==> config.mk <==
export PLATFORM = sky130hd
export DESIGN_NAME = icst_idle_timer
export DESIGN_NICKNAME = d
export VERILOG_FILES = /design/src/rtl/icst_pkg.sv /design/src/rtl/icst_idle_timer.sv
export VERILOG_INCLUDE_DIRS = /design/src /design/src/rtl
export SDC_FILE = /design/constraint.sdc
export NUM_CORES = 1
export LEC_CHECK = 0
export BUFFER_PORTS_ARGS = -buffer_cell sky130_fd_sc_hd__buf_2
export CELL_PAD_IN_SITES_DETAIL_PLACEMENT = 1
export CELL_PAD_IN_SITES_GLOBAL_PLACEMENT = 2
export CORE_MARGIN = 10
export CORE_UTILIZATION = 30
export CTS_BUF_LIST = sky130_fd_sc_hd__clkbuf_8 sky130_fd_sc_hd__clkbuf_16
export CTS_CLUSTER_SIZE = 40
export DETAILED_ROUTE_END_ITERATION = 10
export PLACE_DENSITY_LB_ADDON = 0.1
export SYNTH_ARGS = -nofsm -noshare
export SYNTH_HDL_FRONTEND = slang
export SYNTH_SLANG_ARGS = --single-unit
==> constraint.sdc <==
create_clock -name clock -period 3.64 [get_ports clock]
set_input_delay 0.364 -clock clock [delete_from_list [all_inputs] [get_ports clock]]
set_output_delay 0.364 -clock clock [all_outputs]
set_load 0.02 [all_outputs]
==> src/rtl/icst_map.svh <==
// Constants for the idle command and standby timer block
`ifndef ICST_MAP_SVH
`define ICST_MAP_SVH
`define ICST_OP_IDLE 8'he3
`define ICST_OP_IDLE_ALT 8'h97
`define ICST_OP_IDLE_NOW 8'he1
`define ICST_OP_IDLE_NOW_ALT 8'h95
`define ICST_CLK_MHZ 125
`define ICST_TICK_MS 1000
`define ICST_TICK_CYC (`ICST_TICK_MS * 1000 * `ICST_CLK_MHZ)
`define ICST_STEP_S 5
`define ICST_HALF_HOUR_S 1800
`define ICST_SPLIT 8'd240
`define ICST_FORMULA_TOP 8'd251
`define ICST_FIX0_S 1260
`define ICST_FIX1_S 28800
`define ICST_FIX2_S 1270
`define ICST_FIX3_S 1275
`define ICST_ST_BSY 7
`define ICST_ST_RDY 6
`define ICST_ST_DSC 4
`define ICST_ST_ERR 0
`define ICST_ER_ABT 2
`endif

==> src/rtl/icst_pkg.sv <==
// Types for the idle command and standby timer block
package icst_pkg;
  typedef enum {ICST_IDLE, ICST_SPIN, ICST_STANDBY} icst_mode_t;
  typedef struct packed {
    logic [7:0] status;
    logic [7:0] error;
  } icst_resp_t;
endpackage
==> src/rtl/icst_idle_timer.sv <==
// Idle command interpreter with automatic standby countdown
`timescale 1ns/10ps
`include "icst_map.svh"

// Functional notes
// Opcodes E3h and 97h both mean the Idle request, handled identically.
// Idle request enters Idle at once, loads timer from parameter, counts down.
// Entering Idle spins spindle up unless it is already rotating.
// In Idle the spindle keeps turning and commands get no added latency.
// Parameter zero stops the timer; non-zero enables automatic power-down.
// Values scale by 5 seconds, upper range (value-240) times 30 minutes.
// Fixed intervals 21 min, 8 h, 21 min 10 s, 21 min 15 s.
// Timer expiry without host access drops the device into Standby.
// Each host access before expiry reloads the full interval.
// Idle Immediate enters Idle and keeps the interval and enable unchanged.
// 1-240 five-second steps, 241-251 half hours, 252-255 fixed codes.
// Completion clears busy and sets ready; failure sets error with abort only.
module icst_idle_timer #(
  parameter int unsigned TICK_CYC = `ICST_TICK_CYC
) (
  input wire logic clock,
  input wire logic arst_n,
  input wire logic cmd_valid,
  input wire logic [7:0] cmd_code,
  input wire logic [7:0] cmd_count,
  input wire logic host_access,
  input wire logic spin_at_speed,
  output icst_pkg::icst_resp_t resp_q,
  output logic done_q,
  output logic spin_on_q,
  output logic standby_q,
  output logic timer_on_q
);

  // ---------------------------------------------------------------
  // Decode and interval lookup
  // ---------------------------------------------------------------
  logic is_idle;
  logic is_now;
  logic [14:0] secs;
  icst_pkg::icst_mode_t mode_q;
  logic [14:0] load_q;
  logic [14:0] left_q;
  logic [31:0] tick_q;
  logic pend_q;
  logic fail_q;

  assign is_idle = cmd_valid && (cmd_code == `ICST_OP_IDLE || cmd_code == `ICST_OP_IDLE_ALT);
  assign is_now = cmd_valid && (cmd_code == `ICST_OP_IDLE_NOW ||
                                cmd_code == `ICST_OP_IDLE_NOW_ALT);

  // Interval in seconds; the widest case, 8 hours, fits in 15 bits
  always_comb
  begin
    if (cmd_count <= `ICST_SPLIT)
      secs = 15'(cmd_count * `ICST_STEP_S); // see R6
    else if (cmd_count <= `ICST_FORMULA_TOP)
      secs = 15'((cmd_count - `ICST_SPLIT) * `ICST_HALF_HOUR_S); // see R6
    else
    begin
      case (cmd_count[1:0]) // see R7
        2'h0: secs = 15'(`ICST_FIX0_S);
        2'h1: secs = 15'(`ICST_FIX1_S);
        2'h2: secs = 15'(`ICST_FIX2_S);
        default: secs = 15'(`ICST_FIX3_S);
      endcase
    end
  end

  // ---------------------------------------------------------------
  // Power mode and spindle
  // ---------------------------------------------------------------
  // Spin-up is skipped when the spindle already reports speed
  always_ff @(posedge clock or negedge arst_n)
  begin
    if (!arst_n)
    begin
      mode_q <= icst_pkg::ICST_STANDBY;
      spin_on_q <= 1'b0;
      standby_q <= 1'b1;
    end
    else if (is_idle || is_now)
    begin
      mode_q <= spin_at_speed ? icst_pkg::ICST_IDLE : icst_pkg::ICST_SPIN; // see R2 see R3
      spin_on_q <= 1'b1; // see R3
      standby_q <= 1'b0;
    end
    else if (timer_on_q && left_q == 15'h0 && tick_q == 32'h0 && mode_q == icst_pkg::ICST_IDLE
             && !host_access)
    begin
      mode_q <= icst_pkg::ICST_STANDBY;
      spin_on_q <= 1'b0;
      standby_q <= 1'b1;
    end
    else if (mode_q == icst_pkg::ICST_SPIN && spin_at_speed)
      mode_q <= icst_pkg::ICST_IDLE;
  end

  // ---------------------------------------------------------------
  // Standby countdown
  // ---------------------------------------------------------------
  // A seconds counter driven by a one-second prescaler keeps the wide count cheap
  always_ff @(posedge clock or negedge arst_n)
  begin
    if (!arst_n)
    begin
      timer_on_q <= 1'b0;
      load_q <= 15'h0;
      left_q <= 15'h0;
      tick_q <= 32'h0;
    end
    else if (is_idle)
    begin
      timer_on_q <= cmd_count != 8'h0;
      load_q <= secs;
      left_q <= secs;
      tick_q <= TICK_CYC - 1;
    end
    else if (host_access || is_now)
    begin
      left_q <= load_q;
      tick_q <= TICK_CYC - 1;
    end
    else if (timer_on_q && mode_q != icst_pkg::ICST_STANDBY)
    begin
      if (tick_q != 32'h0)
        tick_q <= tick_q - 32'h1;
      else if (left_q != 15'h0)
      begin
        left_q <= left_q - 15'h1;
        tick_q <= TICK_CYC - 1;
      end
    end
  end

  // ---------------------------------------------------------------
  // Completion status
  // ---------------------------------------------------------------
  // Idle answers at once; completion waits for speed only on the spin-up path
  always_ff @(posedge clock or negedge arst_n)
  begin
    if (!arst_n)
    begin
      pend_q <= 1'b0;
      fail_q <= 1'b0;
      done_q <= 1'b0;
      resp_q <= '0;
    end
    else
    begin
      done_q <= 1'b0;
      if (cmd_valid && !is_idle && !is_now)
      begin
        resp_q <= '0;
        resp_q.status[`ICST_ST_RDY] <= 1'b1;
        resp_q.status[`ICST_ST_ERR] <= 1'b1;
        resp_q.error[`ICST_ER_ABT] <= 1'b1;
        done_q <= 1'b1;
      end
      else if (is_idle || is_now)
      begin
        pend_q <= 1'b1;
        fail_q <= 1'b0;
        resp_q <= '0;
        resp_q.status[`ICST_ST_BSY] <= 1'b1;
      end
      else if (pend_q && mode_q == icst_pkg::ICST_IDLE)
      begin
        pend_q <= 1'b0;
        resp_q <= '0;
        resp_q.status[`ICST_ST_RDY] <= 1'b1;
        resp_q.status[`ICST_ST_DSC] <= 1'b1;
        resp_q.status[`ICST_ST_ERR] <= fail_q;
        done_q <= 1'b1;
      end
    end
  end

  // ---------------------------------------------------------------
  // Checks
  // ---------------------------------------------------------------
  a_both_codes: assert property (@(posedge clock) disable iff (!arst_n)
    is_idle |=> !standby_q && spin_on_q) else $error("idle code not taken");
  a_timer_zero: assert property (@(posedge clock) disable iff (!arst_n)
    is_idle && cmd_count == 8'h0 |=> !timer_on_q) else $error("zero kept timer");
  a_load_secs: assert property (@(posedge clock) disable iff (!arst_n)
    is_idle && cmd_count == 8'd241 |=> left_q == 15'd1800) else $error("bad load");
  a_fixed_code: assert property (@(posedge clock) disable iff (!arst_n)
    is_idle && cmd_count == 8'hfd |=> load_q == 15'd28800) else $error("bad fixed");
  a_reload_access: assert property (@(posedge clock) disable iff (!arst_n)
    host_access && !is_idle |=> left_q == $past(load_q)) else $error("no reload");
  a_keep_interval: assert property (@(posedge clock) disable iff (!arst_n)
    is_now && !is_idle |=> $stable(load_q) && $stable(timer_on_q))
    else $error("immediate changed interval");
  a_spin_idle: assert property (@(posedge clock) disable iff (!arst_n)
    mode_q == icst_pkg::ICST_IDLE |-> spin_on_q) else $error("idle without spin");
  a_abort_flags: assert property (@(posedge clock) disable iff (!arst_n)
    cmd_valid && !is_idle && !is_now |=> resp_q.error == 8'h04 && done_q)
    else $error("abort response wrong");
  a_expire_sby: assert property (@(posedge clock) disable iff (!arst_n)
    timer_on_q && left_q == 15'h0 && tick_q == 32'h0 && mode_q == icst_pkg::ICST_IDLE &&
    !host_access && !cmd_valid |=> standby_q) else $error("no standby");
  a_fast_done: assert property (@(posedge clock) disable iff (!arst_n)
    is_idle && spin_at_speed ##1 !cmd_valid |=> done_q) else $error("slow idle");

  // A spindle already at speed must go straight to Idle, no spin-up state
  a_spin_skip: assert property (@(posedge clock) disable iff (!arst_n)
    is_idle && spin_at_speed |=> mode_q == icst_pkg::ICST_IDLE)
    else $error("spin-up not skipped");

  // Busy must show while an Idle request is in flight
  a_busy_shown: assert property (@(posedge clock) disable iff (!arst_n)
    is_idle |=> resp_q.status[`ICST_ST_BSY]) else $error("busy not shown");

  // Two units of five seconds give ten seconds
  a_timer_load: assert property (@(posedge clock) disable iff (!arst_n)
    is_idle && cmd_count == 8'd2 |=> left_q == 15'd10) else $error("bad short load");

  // Each elapsed second takes exactly one off the remaining count
  a_count_down: assert property (@(posedge clock) disable iff (!arst_n)
    timer_on_q && mode_q == icst_pkg::ICST_IDLE && tick_q == 32'h0 && left_q != 15'h0 &&
    !host_access && !cmd_valid |=> left_q == $past(left_q) - 15'h1)
    else $error("count step wrong");

  // Nothing but a host access or a command may move the frozen count
  a_freeze_sby: assert property (@(posedge clock) disable iff (!arst_n)
    mode_q == icst_pkg::ICST_STANDBY && !host_access && !cmd_valid |=> $stable(left_q))
    else $error("count moved in standby");

endmodule

Word level (Yosys, flattened, before mapping). Index checks and enable logic that the tools add are counted.

Add/sub/neg operators: 3. Multiply operators: 2. Magnitude comparators: 2. Equal/unequal tests: 9. Mux-type cells: 29. Bitwise gates (word level): 1. Reduce and logical (&&, ||, !) cells: 35.

Operators with widths (number): 2-to-1 mux 32 bit (8); 2-to-1 mux 15 bit (7); logical NOT 32 bit (2); 2-to-1 mux 16 bit (3); one-hot mux 15 bit (3 select lines) (1); == test 32 x 2 -> 1 bit, second input constant (1); == test 8 bit, second input constant (4); multiplier 32 x 8 -> 12 bit, second input constant (1); != test 32 x 3 -> 1 bit, second input constant (1); nonzero test 32 bit (1); subtractor 32 x 1 -> 32 bit, second input constant (1); <= comparator 8 bit, second input constant (2); logical NOT 15 bit (1); nonzero test 15 bit (1); subtractor 15 x 1 -> 15 bit, second input constant (1); nonzero test 3 bit (4); logical AND 1 bit (11); multiplier 8 x 3 -> 11 bit, second input constant (1); 2-to-1 mux 1 bit (10); subtractor 8 x 8 -> 9 bit, second input constant (1); nonzero test 8 bit (1); logical OR 1 bit (4); AND reduction 2 bit (2); nonzero test 2 bit (2); 8 further kinds (10).

Bits in registers: 115. Input bits: 21. Output and inout bits: 20. Logic and storage cells: 92.

Depth between registers and ports, before layout.
Depth after elaboration: 8. Depth in mapped cells: 16. Mapped depth without buffers: 16.

Worst setup path after synthesis. No wires, ideal clock.

Kind: in2reg. From: input port cmd_count[1]. To: register left_q[14]. Library setup time: 121 ps. Data arrival time: 3676 ps. Required time: 3519 ps. Path slack: -157 ps. Stages: 16. Path buffers: 0. Cell sequence: inv_1 -> fa_1 -> inv_1 -> ha_1 -> inv_1 -> fa_1 -> inv_1 -> ha_1 -> fa_1 -> a21o_1 -> a21oi_1 -> xnor2_1 -> xnor2_1 -> o21ai_0 -> a21oi_1 -> o22a_1.

Longest elaborated chain between the ends: 5. Elaborated cells on any way between the ends: 11. Classes of those cells: add/sub: 1; mul: 1; order compare: 2; eq/ne: 2; mux: 4; reduce/logical: 1.

RTL lines: start: declaration (RTL line icst_idle_timer.sv:25) `input wire logic [7:0] cmd_count,`; subtractor 8 x 8 -> 9 bit (no source line) (tied with other cells); multiplier 32 x 8 -> 12 bit (no source line) or one-hot mux 15 bit (3 select lines) (tied branches); 2-to-1 mux 15 bit (RTL line icst_idle_timer.sv:57) `` else if (cmd_count <= `ICST_FORMULA_TOP) ``; 2-to-1 mux 15 bit (*) (RTL line icst_idle_timer.sv:55) `` if (cmd_count <= `ICST_SPLIT) ``; 2-to-1 mux 15 bit (*) (RTL line icst_idle_timer.sv:112) `else if (is_idle)`; end signal: assignment (RTL line icst_idle_timer.sv:116) `left_q <= secs;`; end signal: assignment (RTL line icst_idle_timer.sv:121) `left_q <= load_q;`; end signal: assignment (RTL line icst_idle_timer.sv:130) `left_q <= left_q - 15'h1;`; end: declaration (RTL line icst_idle_timer.sv:43) `logic [14:0] left_q;`.

Mark *: on every way between the ends. The rest lies on a longest branch, timed or not. A chain may end at the register's enable or synchronous reset.

Final worst setup path. Ends and elaborated chain as after synthesis.

==> results.json <==
{
  "status": "finished, final reports clean",
  "r2r_slack_ns": 0.62,
  "cts_sinks": 73,
  "maxCapViolCount": 0,
  "holdWs_ns": 0.1629,
  "fin_crit_sh_pct": 93.63,
  "arrival_ns": 3.64,
  "worstSetupPathType": "in2reg",
  "drc": 0,
  "synth_edf_count": 0,
  "max_stage_delay_ns": 0.53,
  "dpl_cell_area_mm2": 0.005762,
  "postCtsHoldBufs": 0,
  "area_growth_pct": 16.21,
  "fin_setup_tns_ns": 0,
  "ir_drop_mv": 0.2126,
  "clkLatencyLatePin_ns": 0.34,
  "synth-seq-cells": 73,
  "p_total_mw": 2.433,
  "finClkSkew_ns": 0.005589,
  "finalWorstSetupSlack_ns": 0.2318,
  "required_ns": 3.87,
  "start_util_pct": 30.47,
  "grt_max_degree": 74,
  "dr.pass1.iters": 4,
  "p_per_area_mw_per_mm2": 400.0,
  "tightest_slew_ns": 1.157,
  "rows": 48,
  "drt-total-wl_um": 15920,
  "die_h_um": 152.1,
  "synth_top_area_share_pct": 33.95,
  "hold_path_class": "in2async",
  "synth_area_mm2": 0.005234,
  "grt_pass1_wl_um": 26430,
  "yosys_warnings": 0,
  "crit_path_end_kind": "register",
  "core_area_mm2": 0.01718,
  "place_congestion": 0.7836,
  "rsz0062_at_grt": "false",
  "drv_slew": 0,
  "synth_top_area_cell": "dfrtp_1",
  "path_cells": "buf_2 > inv_1 > fa_1 > inv_1 > ha_1 > inv_1 > fa_1 > inv_1 > ha_4 > fa_2 > a21o_1 > a21oi_2 > xnor2_2 > xnor2_1 > o21ai_2 > buf_4 > inv_1 > o22a_1",
  "antenna_found_initial": 0,
  "cts_tree": "built",
  "cts_buffers": 9,
  "vias": 4413,
  "vias_per_cell": 5.174,
  "clock_path_buffers": 2,
  "avgSynthCellArea_um2": 9.150,
  "cp-start-kind": "input pin",
  "slew-limit-headroom_pct": 22.57,
  "hpwlAfterDp_um": 12090,
  "preCtsSetupSlack_ns": -0.2639,
  "comb_power_share_pct": 25.1,
  "final_util_pct": 35.41,
  "setup_viol": 0,
  "grt_pass1_vias": 4889,
  "place_inst": 837,
  "ys_async_sr_fraction_pct": 100.0,
  "ys_types": 79,
  "layout_commonest_cell": "dfrtp_1",
  "grtUsageTotal_pct": 13.84,
  "io_pins": 41,
  "stdcell_count": 853,
  "p_switching_mw": 0.7668,
  "drt_iter0_markers": 152,
  "io_buffers": 29,
  "die_width_um": 152.1,
  "cpMostUsedCell": "inv_1",
  "final_hold_viol_count": 0,
  "p_int_mw": 1.666,
  "nNetsFinal": 694,
  "routedWlPerCell_um": 18.66,
  "clockRootBuffer": "clkbuf_16",
  "seq_area_frac_synth_pct": 34.95,
  "drive_above_1_share_pct": 17.68,
  "synth_cells": 572,
  "power.leakage_nw": 2.657,
  "die_area_mm2": 0.02313,
  "netSwitchingFraction_pct": 31.52,
  "clkPwrFrac_pct": 38.2,
  "antenna-diode-count": 0,
  "synth-main-ff-cell": "dfrtp_1",
  "path_max_fanout": 2,
  "crit_path_top_delay_cell": "fa_1",
  "final_cell_mix": "71 x dfrtp_1, 59 x nand2_1, 48 x nor2_1",
  "cp_top_family": "adder cells",
  "h-tree-depth": 3,
  "grt.overflow.total": 0,
  "min_period_ns": 3.408,
  "synthTopCellsByArea": "dfrtp_1 34%, ha_1 10%, xnor2_1 4.9%",
  "critPathBufInv": 7,
  "cts.clk_slew.worst_paths_ns": 0.06,
  "seqPwrFrac_pct": 36.7,
  "drt.antenna.violating_nets": 0,
  "fmax_ghz": 0.2934,
  "fin_area_mm2": 0.006082
}
## kinds of logic (layout without fill, tap and decap cells)
family | count (synthesis) | count (layout) | synth area share (%)
simple gates | 232 | 232 | 24.22
compound gates | 125 | 125 | 16.18
flops | 73 | 73 | 34.95
buf+inv | 56 | 102 | 5.283
fa+ha+maj | 50 | 50 | 13.10
xor+xnor | 33 | 33 | 5.785
mux | 2 | 2 | 0.4064
other cells | 1 | 11 | 0.07165
## flip-flops by register name, summed over array words and instances, names as in the netlist
name and flops:
left_q 15, pend_q 1, load_q 15, done_q 1, standby_q 1, resp_q 4
spin_on_q 1, timer_on_q 1, mode_q 2, tick_q 32
## cell usage after synthesis, drive strengths merged, types with 6 or more instances
master,count
nor3,21
dfrtp,71
a31oi,12
nand3,18
o21ai,25
nor4,26
nand2,60
or2,8
xnor2,29
fa,8
or3,10
a21oi,34
inv,28
clkbuf,6
nor2,49
a211oi,6
or4,6
buf,22
o211ai,6
ha,42
nand4,7
a21o,10
## cell type report
cell class	instances	area (um^2)
clock inverters	6	66.31
fillers	2056	11090
multi-input cells	453	3196
well taps	225	281.5
clock buffers	10	239.0
flip-flops and latches	73	1829
repair buffers	58	365.4
inverters	28	105.1
## repair_timing
action,in CTS,in global routing
setup buffers,0,0
hold endpoints to repair,0,0
resized for setup,0,4
endpoints found under the setup margin,0,3
## metal layers
metal | vias up | global-route usage, % | share of wire [%]
met5 | - | 0 | 0
met4 | 0 | 4.218 | 1.8
met3 | 20 | 2.738 | 2.2
met2 | 39 | 24.54 | 51
met1 | 2207 | 16.38 | 45
li1 | 2147 | - | -
## power groups by stage
stage	Sequential, mW	Combinational [mW]	Clock, mW
2_1_floorplan	0.899	0.401	0
3_3_place_gp	0.905	0.584	0
3_5_place_dp	0.906	0.601	0
4_1_cts	0.892	0.606	0.955
5_1_grt	0.899	0.689	0.999
6_report	0.892	0.611	0.929
## path summary, 6_finish.rpt
check	endpoint	from	cells past startpoint
worst max-delay path	left_q[14]	cmd_count[1]	18
worst min-delay path	tick_q[9]	arst_n	1
worst max register to register	tick_q[31]	tick_q[0]	9
worst min register to register	load_q[13]	load_q[13]	2
max in group asynchronous	left_q[5]	arst_n	1
min in group clock	mode_q[0]	spin_at_speed	2
(Power assumes the default switching activity.)
